### config.mk
export PLATFORM = sky130hd
export DESIGN_NAME = serial_clock_program_loader
export DESIGN_NICKNAME = d
export VERILOG_FILES = /design/src/hw/edge_sync.v /design/src/hw/word_file.v /design/src/hw/serial_clock_program_loader.v
export VERILOG_INCLUDE_DIRS = /design/src /design/src/hw
export SDC_FILE = /design/constraint.sdc
export NUM_CORES = 1
export LEC_CHECK = 0
export BUFFER_PORTS_ARGS = -buffer_cell sky130_fd_sc_hd__buf_2
export CAP_MARGIN = 20
export CORE_MARGIN = 3
export CORE_UTILIZATION = 30
export CTS_CLUSTER_DIAMETER = 30
export CTS_CLUSTER_SIZE = 40
export DETAILED_ROUTE_END_ITERATION = 16
export SLEW_MARGIN = 10
export SYNTH_ARGS = -nofsm -noshare
export SYNTH_HDL_FRONTEND = slang
export SYNTH_SLANG_ARGS = --single-unit
### constraint.sdc
create_clock -name clk_sys_i -period 2.9 [get_ports clk_sys_i]
set_input_delay 0.435 -clock clk_sys_i [delete_from_list [all_inputs] [get_ports clk_sys_i]]
set_output_delay 0.435 -clock clk_sys_i [all_outputs]
set_load 0.05 [all_outputs]
### src/hw/loader_consts.vh
// Constants for the serial clock program loader
`ifndef LOADER_CONSTS_VH
`define LOADER_CONSTS_VH
`define UNLOCK_MIN_ONES 3'h5
`define FRAME_BITS 5'h18
`define DATA_BITS 5'h15
`define WD_TIME_US 2000
`define CLK_MHZ 200
`define ADDR_PIX_A 3'h0
`define ADDR_PIX_B 3'h1
`define ADDR_PIX_C 3'h2
`define ADDR_MEM 3'h3
`define ADDR_RSVD 3'h4
`define ADDR_DIV 3'h5
`define ADDR_CTRL 3'h6
`define IDX_MSB 20
`define IDX_LSB 17
`define FB_MSB 16
`define FB_LSB 10
`define PD_MSB 9
`define PD_LSB 7
`define RC_MSB 6
`define RC_LSB 0
`define FB_OFFSET 8'h03
`define RC_OFFSET 8'h02
`define IDX_OFF 4'hE
`define IDX_MUX_MEM 4'hF
`define DIV_W 3
`define CTRL_W 8
`endif

### src/hw/edge_sync.v
// Two-stage synchroniser with edge detection for one link pin
module edge_sync (
   input wire clk_sys_i,
   input wire rst_b_i,
   input wire pin_i,
   output wire level_o,
   output wire rise_o,
   output wire fall_o
);
   reg meta_q;
   reg sync_q;
   reg last_q;

   // First stage feeds only the second
   always @(posedge clk_sys_i or negedge rst_b_i) begin
      if (!rst_b_i) begin
         meta_q <= 1'b0;
         sync_q <= 1'b0;
         last_q <= 1'b0;
      end else begin
         meta_q <= pin_i;
         sync_q <= meta_q;
         last_q <= sync_q;
      end
   end

   // Edges from the stable stages
   assign level_o = sync_q;
   assign rise_o = sync_q & ~last_q;
   assign fall_o = ~sync_q & last_q;
endmodule // edge_sync

### src/hw/word_file.v
// Small register file for the received programming words
`include "loader_consts.vh"
module word_file #(
   parameter WIDTH = 21
) (
   input wire clk_sys_i,
   input wire rst_b_i,
   input wire wr_i,
   input wire [2:0] addr_i,
   input wire [WIDTH-1:0] data_i,
   input wire [2:0] rd_addr_i,
   output reg [WIDTH-1:0] rd_data_o
);
   reg [WIDTH-1:0] mem_q [0:7];
   integer i;

   // Writes; reserved slot never stored
   always @(posedge clk_sys_i or negedge rst_b_i) begin
      if (!rst_b_i) begin
         for (i = 0; i < 8; i = i + 1) begin
            mem_q[i] <= {WIDTH{1'b0}};
         end
         rd_data_o <= {WIDTH{1'b0}};
      end else begin
         if (wr_i && addr_i != `ADDR_RSVD) begin
            mem_q[addr_i] <= data_i;
         end
         rd_data_o <= mem_q[rd_addr_i];
      end
   end
endmodule // word_file

### src/hw/serial_clock_program_loader.v
// Serial program receiver, register file and oscillator word decode
`include "loader_consts.vh"
module serial_clock_program_loader #(
   parameter WD_CYCLES = `WD_TIME_US * `CLK_MHZ,
   parameter WORD_W = 21
) (
   input wire clk_sys_i,
   input wire rst_b_i,
   input wire select_line_zero_i,
   input wire select_line_one_i,
   output reg program_error_out_b_o,
   output reg [1:0] pixel_select_o,
   output reg pixel_on_ref_o,
   output reg memory_on_ref_o,
   output reg [3:0] pixel_index_o,
   output reg [7:0] pixel_feedback_count_o,
   output reg [7:0] pixel_post_divide_o,
   output reg [7:0] pixel_reference_count_o,
   output reg pixel_osc_off_o,
   output reg pixel_from_memory_o,
   output reg [3:0] memory_index_o,
   output reg [7:0] memory_feedback_count_o,
   output reg [7:0] memory_post_divide_o,
   output reg [7:0] memory_reference_count_o,
   output reg memory_index_bad_o,
   output reg [`DIV_W-1:0] load_divide_register_o,
   output reg [`CTRL_W-1:0] control_register_o,
   output reg load_pulse_o
);
   // Receiver states
   localparam ST_LOCKED = 4'b0001;
   localparam ST_START = 4'b0010;
   localparam ST_BITS = 4'b0100;
   localparam ST_STOP = 4'b1000;

   // Feedback count from its code
   function [7:0] fb_count;
      input [6:0] code;
      begin
         fb_count = {1'b0, code} + `FB_OFFSET;
      end
   endfunction

   // Reference count from its code
   function [7:0] rc_count;
      input [6:0] code;
      begin
         rc_count = {1'b0, code} + `RC_OFFSET;
      end
   endfunction

   // Post divider value from its code
   function [7:0] post_div;
      input [2:0] code;
      begin
         post_div = 8'h01 << code;
      end
   endfunction

   wire clk_lvl;
   wire clk_rise;
   wire clk_fall;
   wire dat_lvl;
   wire dat_rise;
   wire dat_fall;
   wire [WORD_W-1:0] rd_data;

   // Link pins into the internal domain
   edge_sync u_clk_sync (
      .clk_sys_i(clk_sys_i),
      .rst_b_i(rst_b_i),
      .pin_i(select_line_zero_i),
      .level_o(clk_lvl),
      .rise_o(clk_rise),
      .fall_o(clk_fall)
   );
   edge_sync u_dat_sync (
      .clk_sys_i(clk_sys_i),
      .rst_b_i(rst_b_i),
      .pin_i(select_line_one_i),
      .level_o(dat_lvl),
      .rise_o(dat_rise),
      .fall_o(dat_fall)
   );

   reg [3:0] state_q;
   reg [2:0] ones_q;
   reg [4:0] count_q;
   reg [23:0] shift_q;
   reg fall_dat_q;
   reg [31:0] wd_q;
   reg wd_expired_q;
   reg [31:0] settle_q;
   reg wr_q;
   reg [2:0] wr_addr_q;
   reg [WORD_W-1:0] wr_data_q;
   reg [2:0] rd_addr_q;
   reg [1:0] raw_sel_q;

   wire any_edge = clk_rise | clk_fall | dat_rise | dat_fall;
   wire wd_hit = (wd_q == WD_CYCLES - 1);

   // Watchdog restarted by any pin transition
   always @(posedge clk_sys_i or negedge rst_b_i) begin
      if (!rst_b_i) begin
         wd_q <= 32'h00000000;
         wd_expired_q <= 1'b0;
      end else if (any_edge) begin
         wd_q <= 32'h00000000;
         wd_expired_q <= 1'b0;
      end else if (!wd_expired_q) begin
         if (wd_hit) begin
            wd_expired_q <= 1'b1;
         end else begin
            wd_q <= wd_q + 32'h00000001;
         end
      end
   end

   // Select pins pass only after the watchdog expires
   always @(posedge clk_sys_i or negedge rst_b_i) begin
      if (!rst_b_i) begin
         raw_sel_q <= 2'h0;
         pixel_select_o <= 2'h0;
      end else begin
         raw_sel_q <= {dat_lvl, clk_lvl};
         if (wd_expired_q) begin
            pixel_select_o <= raw_sel_q;
         end
      end
   end

   // Unlock, framing, decoding and load strobe
   always @(posedge clk_sys_i or negedge rst_b_i) begin
      if (!rst_b_i) begin
         state_q <= ST_LOCKED;
         ones_q <= 3'h0;
         count_q <= 5'h00;
         shift_q <= 24'h000000;
         fall_dat_q <= 1'b0;
         wr_q <= 1'b0;
         wr_addr_q <= 3'h0;
         wr_data_q <= {WORD_W{1'b0}};
         program_error_out_b_o <= 1'b1;
      end else begin
         wr_q <= 1'b0;
         if (clk_fall) begin
            fall_dat_q <= dat_lvl; // Complement phase
         end
         // A pin edge in the expiry cycle wins, so no first rise is lost
         if (wd_expired_q && !any_edge) begin
            state_q <= ST_LOCKED; // Relock, drop word
            ones_q <= 3'h0;
            count_q <= 5'h00;
         end else if (clk_rise) begin
            case (state_q)
               ST_LOCKED: begin
                  // Plain-level unlock pattern
                  if (dat_lvl) begin
                     if (ones_q != `UNLOCK_MIN_ONES) begin
                        ones_q <= ones_q + 3'h1;
                     end
                  end else begin
                     if (ones_q == `UNLOCK_MIN_ONES) begin
                        state_q <= ST_START;
                        program_error_out_b_o <= 1'b1;
                     end
                     ones_q <= 3'h0;
                  end
               end
               ST_START: begin
                  // Plain start bit, taken as a high level
                  if (dat_lvl) begin
                     state_q <= ST_BITS;
                     count_q <= 5'h00;
                  end else begin
                     state_q <= ST_LOCKED;
                     program_error_out_b_o <= 1'b0;
                  end
               end
               ST_BITS: begin
                  if (fall_dat_q == dat_lvl) begin
                     // Encoding failure or stop after short count
                     state_q <= ST_LOCKED;
                     count_q <= 5'h00;
                     program_error_out_b_o <= 1'b0;
                  end else begin
                     // LSB first, so shift in at the top
                     shift_q <= {dat_lvl, shift_q[23:1]};
                     count_q <= count_q + 5'h01;
                     if (count_q == `FRAME_BITS - 5'h01) begin
                        state_q <= ST_STOP;
                     end
                  end
               end
               ST_STOP: begin
                  // Stop is plain high at both edges
                  if (dat_lvl && fall_dat_q) begin
                     wr_q <= 1'b1; // Load strobe
                     wr_addr_q <= shift_q[23:21];
                     wr_data_q <= shift_q[20:0];
                  end else begin
                     // Extra encoded bit or bad stop
                     program_error_out_b_o <= 1'b0;
                  end
                  state_q <= ST_LOCKED; // Relock after load
                  count_q <= 5'h00;
               end
               default: begin
                  state_q <= ST_LOCKED;
               end
            endcase
         end
      end
   end

   // Register file; reserved slot dropped inside
   word_file #(.WIDTH(WORD_W)) u_words (
      .clk_sys_i(clk_sys_i),
      .rst_b_i(rst_b_i),
      .wr_i(wr_q),
      .addr_i(wr_addr_q),
      .data_i(wr_data_q),
      .rd_addr_i(rd_addr_q),
      .rd_data_o(rd_data)
   );

   // Active pixel word follows the gated selects
   always @(posedge clk_sys_i or negedge rst_b_i) begin
      if (!rst_b_i) begin
         rd_addr_q <= `ADDR_PIX_A;
      end else if (pixel_select_o[1]) begin
         rd_addr_q <= `ADDR_PIX_C;
      end else if (pixel_select_o[0]) begin
         rd_addr_q <= `ADDR_PIX_B;
      end else begin
         rd_addr_q <= `ADDR_PIX_A;
      end
   end

   // Field decode of the active pixel word
   always @(posedge clk_sys_i or negedge rst_b_i) begin
      if (!rst_b_i) begin
         pixel_index_o <= 4'h0;
         pixel_feedback_count_o <= 8'h00;
         pixel_post_divide_o <= 8'h00;
         pixel_reference_count_o <= 8'h00;
         pixel_osc_off_o <= 1'b0;
         pixel_from_memory_o <= 1'b0;
      end else begin
         pixel_index_o <= rd_data[`IDX_MSB:`IDX_LSB];
         pixel_feedback_count_o <= fb_count(rd_data[`FB_MSB:`FB_LSB]);
         pixel_post_divide_o <= post_div(rd_data[`PD_MSB:`PD_LSB]);
         pixel_reference_count_o <= rc_count(rd_data[`RC_MSB:`RC_LSB]);
         pixel_osc_off_o <= (rd_data[`IDX_MSB:`IDX_LSB] == `IDX_OFF) ||
            (rd_data[`IDX_MSB:`IDX_LSB] == `IDX_MUX_MEM);
         pixel_from_memory_o <=
            (rd_data[`IDX_MSB:`IDX_LSB] == `IDX_MUX_MEM);
      end
   end

   // Memory, divide and control words captured at load
   always @(posedge clk_sys_i or negedge rst_b_i) begin
      if (!rst_b_i) begin
         memory_index_o <= 4'h0;
         memory_feedback_count_o <= 8'h00;
         memory_post_divide_o <= 8'h00;
         memory_reference_count_o <= 8'h00;
         memory_index_bad_o <= 1'b0;
         load_divide_register_o <= {`DIV_W{1'b0}};
         control_register_o <= {`CTRL_W{1'b0}};
         load_pulse_o <= 1'b0;
      end else begin
         load_pulse_o <= wr_q && (wr_addr_q != `ADDR_RSVD);
         if (wr_q && wr_addr_q == `ADDR_MEM) begin
            memory_index_o <= wr_data_q[`IDX_MSB:`IDX_LSB];
            memory_feedback_count_o <=
               fb_count(wr_data_q[`FB_MSB:`FB_LSB]);
            memory_post_divide_o <= post_div(wr_data_q[`PD_MSB:`PD_LSB]);
            memory_reference_count_o <=
               rc_count(wr_data_q[`RC_MSB:`RC_LSB]);
            // Code 0000 reserved; memory clock stays running
            memory_index_bad_o <= (wr_data_q[`IDX_MSB:`IDX_LSB] == 4'h0);
         end
         if (wr_q && wr_addr_q == `ADDR_DIV) begin
            load_divide_register_o <=
               wr_data_q[WORD_W-1:WORD_W-`DIV_W];
         end
         if (wr_q && wr_addr_q == `ADDR_CTRL) begin
            control_register_o <=
               wr_data_q[WORD_W-1:WORD_W-`CTRL_W];
         end
      end
   end

   // Reference hold for one timeout after a load of the active pixel word or the memory word
   wire hit_pix = wr_q && (wr_addr_q == rd_addr_q);
   wire hit_mem = wr_q && (wr_addr_q == `ADDR_MEM);
   always @(posedge clk_sys_i or negedge rst_b_i) begin
      if (!rst_b_i) begin
         settle_q <= 32'h00000000;
         pixel_on_ref_o <= 1'b0;
         memory_on_ref_o <= 1'b0;
      end else if (hit_pix || hit_mem) begin
         settle_q <= WD_CYCLES;
         pixel_on_ref_o <= hit_pix | pixel_on_ref_o;
         memory_on_ref_o <= hit_mem | memory_on_ref_o;
      end else if (settle_q != 32'h00000000) begin
         settle_q <= settle_q - 32'h00000001;
      end else begin
         pixel_on_ref_o <= 1'b0;
         memory_on_ref_o <= 1'b0;
      end
   end
endmodule // serial_clock_program_loader

# --- Yosys cells after proc, flatten, opt, wreduce, memory -nomap -nowiden ---
# Cells that the tools add are included.
classes:
  reduce_logical: 25
  magnitude_cmp: 3
  add_sub_neg: 8
  bitwise_logic: 17
  shift: 2
  mux: 47
  n_eq_ne: 29
op_table:
  columns: ["operator", "count"]
  rows:
  - ["$bwmux W168", 1]
  - ["$mux W32", 5]
  - ["$bmux W21 S3", 1]
  - ["$demux W21 S3", 1]
  - ["$mux W21", 3]
  - ["$add A32 B1 Y32 const B", 1]
  - ["$add A7 B2 Y8 const B", 4]
  - ["$eq A32 B19 Y1 const B", 1]
  - ["$reduce_bool A32 Y1", 1]
  - ["$sub A32 B1 Y32 const B", 1]
  - ["$mux W4", 6]
  - ["$mux W5", 4]
  - ["$mux W3", 6]
  - ["$mux W1", 16]
  - ["$shl A1 B3 Y8 const A", 2]
  - ["$ne A3 B3 Y1 const B", 5]
  - ["$pmux W5 S3", 1]
  - ["$ne A2 B2 Y1 const B", 7]
  - ["$eq A4 B4 Y1 const B", 3]
  - ["$pmux W4 S3", 1]
  - ["$reduce_and A4 Y1", 3]
  - ["$eq A3 B3 Y1 const B", 3]
  - ["$ge A4 B4 Y1 const B", 2]
  - ["$logic_and A1 B1 Y1", 8]
  - ["other kinds (27)", 45]
word_totals:
  reg_bits: 403
  output_inout_bits: 76
  word_cells: 177
  in_bits: 4

# --- Logic depth before layout (Yosys ltp) ---
logic_depth:
  ltp_word: 9
  ltp_mapped: 9
  ltp_nobuf: 7

# --- By module ---
# Synthesis repeated with hierarchy kept, for this count alone.
unflattened:
  hier_cells: 1307
  area_unflattened_um2: 17329.1
by_module_without_submodules:
  columns: ["module", "area_each_um2", "instances", "seq_area_each_um2", "cells_per_inst"]
  rows:
  - ["serial_clock_program_loader", 9127.5, 1, 5182.5, 844]
  - ["word_file", 8021.4, 1, 4729.5, 453]
  - ["edge_sync", 90.1, 2, 75.1, 5]

# --- Worst setup path before layout ---
# Ideal clock, no wire load.
synth_path:
  path_type: "register -> register"
  start: "reg u_clk_sync.sync_q (netlist: u_clk_sync.level_o)"
  end: "reg wd_q[26]"
  t_arrival_ns: 2.134
  required_time_ns: 2.822
  path_slack_ns: 0.688
  path_stages_with_launch: 8
  path_cell_list: "dfrtp_1 > inv_1 > ha_1 > and2_1 > a211oi_2 > nand4_1 > or3_2 > a21oi_1"
synth_via:
  elab_chain_len: 7
  word_cells_on_any_way: 10
  cone_classes: "2 x eq/ne; 1 x mux; 6 x bitwise; 1 x reduce/logical"
synth_lines:
  columns: ["item", "line", "source"]
  rows:
  - ["from (decl)", "edge_sync.v:11", "reg sync_q;"]
  - ["from (signal assigned)", "edge_sync.v:22", "sync_q <= meta_q;"]
  - ["$not A1 Y1", "edge_sync.v:30", "assign fall_o = ~sync_q & last_q;"]
  - ["$and A1 B1 Y1", "edge_sync.v:30", null]
  - ["$or A1 B1 Y1 * (3 in series)", "serial_clock_program_loader.v:100", "wire any_edge = clk_rise | clk_fall | dat_rise | dat_fall;"]
  - ["$ne A2 B2 Y1 (no line) or $ne A2 B1 Y1 (tied branches)", null, null]
  - ["$reduce_and A2 Y1 (no line)", null, null]
  - ["to (signal assigned)", "serial_clock_program_loader.v:115", "wd_q <= wd_q + 32'h00000001;"]
  - ["to (decl)", "serial_clock_program_loader.v:91", "reg [31:0] wd_q;"]
# Mark *: on every way between the ends. The rest lies on a longest branch, timed or not.
# A chain may end at the register's enable or synchronous reset.

# --- Final worst setup path ---
layout_path:
  start: "reg wd_q[9]"
  end: "reg wd_q[26]"
layout_via:
  elab_chain_len: 4
  word_cells_on_any_way: 7
  cone_classes: "1 x add/sub; 2 x eq/ne; 3 x mux; 1 x reduce/logical"
layout_lines:
  columns: ["item", "line", "source"]
  rows:
  - ["$add A32 B1 Y32", "serial_clock_program_loader.v:115", null]
  - ["$mux W32", "serial_clock_program_loader.v:112", "if (wd_hit) begin"]
  - ["$mux W32", "serial_clock_program_loader.v:111", "end else if (!wd_expired_q) begin"]
  - ["$mux W32", "serial_clock_program_loader.v:108", "end else if (any_edge) begin"]
# Parallel ways exist; a longest one is shown, timed or not. The select of a mux whose other input is x is not followed.

==> summary.md <==
| Metric | Value |
|---|---|
| Outcome | finished, final reports clean |
| Iteration-0 DRC Markers | 475 |
| Worst Setup EP | wd_q[26]$_DFFE_PN0P_ |
| Share of cells above drive strength 1 | 0.315 |
| CTS tree | done |
| Worst slew pin tran | 0.810 ns |
| Pre-Repair DR Iteration Count | 5 |
| R2r setup slk | 0.46 ns |
| Maximum VDD drop | 0.421 mV |
| Largest net degree at the start of global routing | 78 |
| Ant diodes | 0 |
| Clock Power Share | 0.585 |
| Final period utilization | 0.843 |
| DR DRC count | 0 |
| GP Congestion | 0.831 |
| Power Internal | 11100 uW |
| CTS Buf Count | 78 |
| Via count | 9333 |
| Grt total ovfl | 0 |
| Sequential-to-total area share from yosys stat | 0.584 |
| Flop pwr share | 0.335 |
| Initial antenna violation count | 0 |
| CTS clk-pin slew, worst paths | 0.04 ns |
| Post-route cell area | 0.0175 sq mm |
| Clock Sinks | 316 |
| Grt met3 use | 0.0314 |
| Worst R2R End | wd_q[26]$_DFFE_PN0P_ |
| Final nets | 1279 |
| GRT Overall Usage | 0.131 |
| Hold path start | u_dat_sync.meta_q$_DFF_PN0_ |
| Crit. End Element | flop |
| Slew Limit Headroom | 0.452 |
| RSZ-0062 raised after global routing | no |
| Leading cell type in the layout, fill and taps excluded | dfrtp_1 |
| Number of global-route vias before repair | 9713 |
| PwrDens | 846 mW/mm^2 |
| Sw frac | 0.250 |
| Main synth FF type | dfrtp_1 |
| FF-to-FF Start | wd_q[9]$_DFFE_PN0P_ |
| Non-filler cells, final | 1917 |
| Die width | 219 um |
| Placed Instance Area | 0.0148 sq mm |
| Die Ht | 219 um |
| Cell variety after synth | 66 |
| Fin. max-slew vios | 0 |
| Crit. Startpoint | wd_q[9]$_DFFE_PN0P_ |
| Comb power frac | 0.079 |
| Via density | 4.87 |
| WL per Instance | 16.2 um |
| Wirelength, routed | 31000 um |
| Starting density of the core | 0.305 |
| Net Switching | 3700 uW |
| Core Box Area | 0.0444 sq mm |
| Final Hold Violating Endpoints | 0 |
| Setup-failing EPs final | 0 |
| H-tree Lvls | 3 |
| GR peak layer | met2 |
| Final setup TNS | 0 ns |
| Worst EP arrival | 2.93 ns |
| P_leak | 0.00820 uW |
| Max cap viols | 0 |
| Synth Instances | 1124 |
| Port buffer count | 79 |
| Hold WC Path Type | reg2reg |
| Max FO, Critical Path | 7 |
| Min Tclk post-route | 2.44 ns |
| Post-DP HPWL | 19500 um |
| Root buf cell | clkbuf_16 |
| Utilization after layout | 0.393 |
| Reg2Reg Depth | 5 |
| Site row count | 77 |
| Mapped Area | 0.0136 sq mm |
| Most frequent cells in the layout | dfrtp_1 (314), nand2_1 (135), mux2_2 (121), clkbuf_16 (79), buf_2 (78) |
| First-pass GRT wire length | 50800 um |
| Ys Warns | 0 |
| Worst Setup Start Kind | flop |
| FMAX | 0.409 GHz |
| Clk_lat worst skew | 0.57 ns |
| Critical path data required time | 3.38 ns |
| Post-CTS setup repair buffer count | 0 |
| Net Count, Synth | 1140 |
| Yosys reg bits | 316 |
| Clock Skew | 0.0243 ns |
| Routing usage on met2 | 0.213 |
| EDFF count, synth | 0 |
| Crit Path Class | reg2reg |
| Post-Syn Area per Cell | 12.1 sq um |
| Antenna viol nets, final | 0 |
| Filler cells | 4202 |
| Area delta synth->final | 28.9% |
| Post-synth ARST share | 1.00 |
| Met1 Track Usage GR | 0.171 |
| Die Area | 0.0478 sq mm |
| Ports | 80 |
| Maximum clock path buffer count | 3 |
| Placed cells | 1772 |
-- sequential cells by signal, summed over array words and instances (netlist names), 2 cells and up --
name and count:
pixel_feedback_count_o 8, state_q 4, count_q 5, pixel_post_divide_o 8
wd_q 32, pixel_select_o 2, u_words.mem_q 84, settle_q 32
memory_post_divide_o 8, ones_q 3, wr_addr_q 3, rd_addr_q 2
load_divide_register_o 3, wr_data_q 21, raw_sel_q 2, pixel_reference_count_o 8
u_words.rd_data_o 21, pixel_index_o 4, memory_index_o 4, memory_feedback_count_o 8
shift_q 24, control_register_o 8, memory_reference_count_o 8
-- critical path: stages (launching register included) --
cell     delay (ns)
dfrtp_1        0.46
nand3_1        0.15
nor3_1         0.67
nand4_1        0.41
or3_2          0.51
a21oi_1        0.16
-- routing by layer --
metal,part of all wire,up-vias,wire (um)
li1,-,4347,-
met1,0.45,4698,14000
met2,0.47,233,14700
met3,0.050,55,1560
met4,0.025,0,767
met5,0,-,0
-- cell type report --
class	instances	area (sq um)	share of cell area
well taps	592	741	0.0424
clock inverters	48	542	0.0310
inverters	18	67.6	0.00387
repair buffers	114	726	0.0415
clock buffers	94	2130	0.122
multi-input cells	735	5350	0.306
flip-flops and latches	316	7910	0.453
-- cell usage after synthesis (all sizes together), types with 4 or more instances --
cell	count	area share
dfrtp	314	0.58
nand2	135	0.037
mux2	121	0.10
o21ai	62	0.023
clkbuf	43	0.012
a21oi	42	0.016
nor2	39	0.011
nand3	38	0.014
or3	27	0.013
xnor2	26	0.017
xor2	23	0.015
nand4	22	0.010
mux4	21	0.035
inv	18	0.0050
and3	16	0.0076
nor4	16	0.0090
nor3	15	0.0059
or4	14	0.0081
buf	12	0.0056
ha	12	0.011
o31ai	9	0.0050
nor2b	8	0.0037
nor3b	7	0.0039
and2	6	0.0029
nand4b	6	0.0039
and4	5	0.0032
nand2b	5	0.0023
nand3b	5	0.0028
o41ai	5	0.0032
a211oi	4	0.0026
and3b	4	0.0026
o211ai	4	0.0022
o311ai	4	0.0026
-- worst min-delay path by stage --
stage               slack, ns  cells past startpoint                                 to
finish                   0.34                      0       u_dat_sync.level_o$_DFF_PN0_
global route             0.36                      0       u_dat_sync.level_o$_DFF_PN0_
CTS                      0.35                      0       u_dat_sync.level_o$_DFF_PN0_
detailed placement       0.33                      0       u_clk_sync.level_o$_DFF_PN0_
global placement         0.34                      0       u_dat_sync.level_o$_DFF_PN0_
floorplan                0.14                      0  control_register_o[0]$_DFFE_PN0P_
-- power by group through the flow --
stage | logic (uW) | registers, uW | clock network (uW)
6_report | 1170 | 4960 | 8650
5_1_grt | 1320 | 4990 | 9090
4_1_cts | 1170 | 4950 | 8820
3_5_place_dp | 1170 | 5010 | 0
3_3_place_gp | 1140 | 5000 | 0
2_1_floorplan | 834 | 4930 | 0
-- timing repair --
item                      in CTS  in global routing
gates resized for setup        0                  0
hold buffers                   3                  0
hold endpoints to repair      75                  0
-- cell families after synthesis --
logic type | Yosys count | synth area share
flip-flops | 316 | 0.584
buffers and inverters | 73 | 0.0226
AND/OR/NAND/NOR | 374 | 0.145
adder cells (fa/ha/maj) | 12 | 0.0111
multiplexers | 144 | 0.137
AO/OA/AOI/OAI | 156 | 0.0696
XOR/XNOR | 49 | 0.0317
-- metrics by stage --
| stage | setup slack, ns | hold WS [ns] | total power [uW] |
|---|---|---|---|
| global route | 0.328 | 0.363 | 15400 |
| finish | 0.456 | 0.344 | 14800 |
| detailed placement | 0.539 | 0.335 | 6180 |
| CTS | 0.508 | 0.346 | 14900 |
| floorplan | 0.688 | 0.139 | 5770 |
| global placement | 0.615 | 0.337 | 6140 |
No activity file was read; power rests on OpenSTA's default activity.
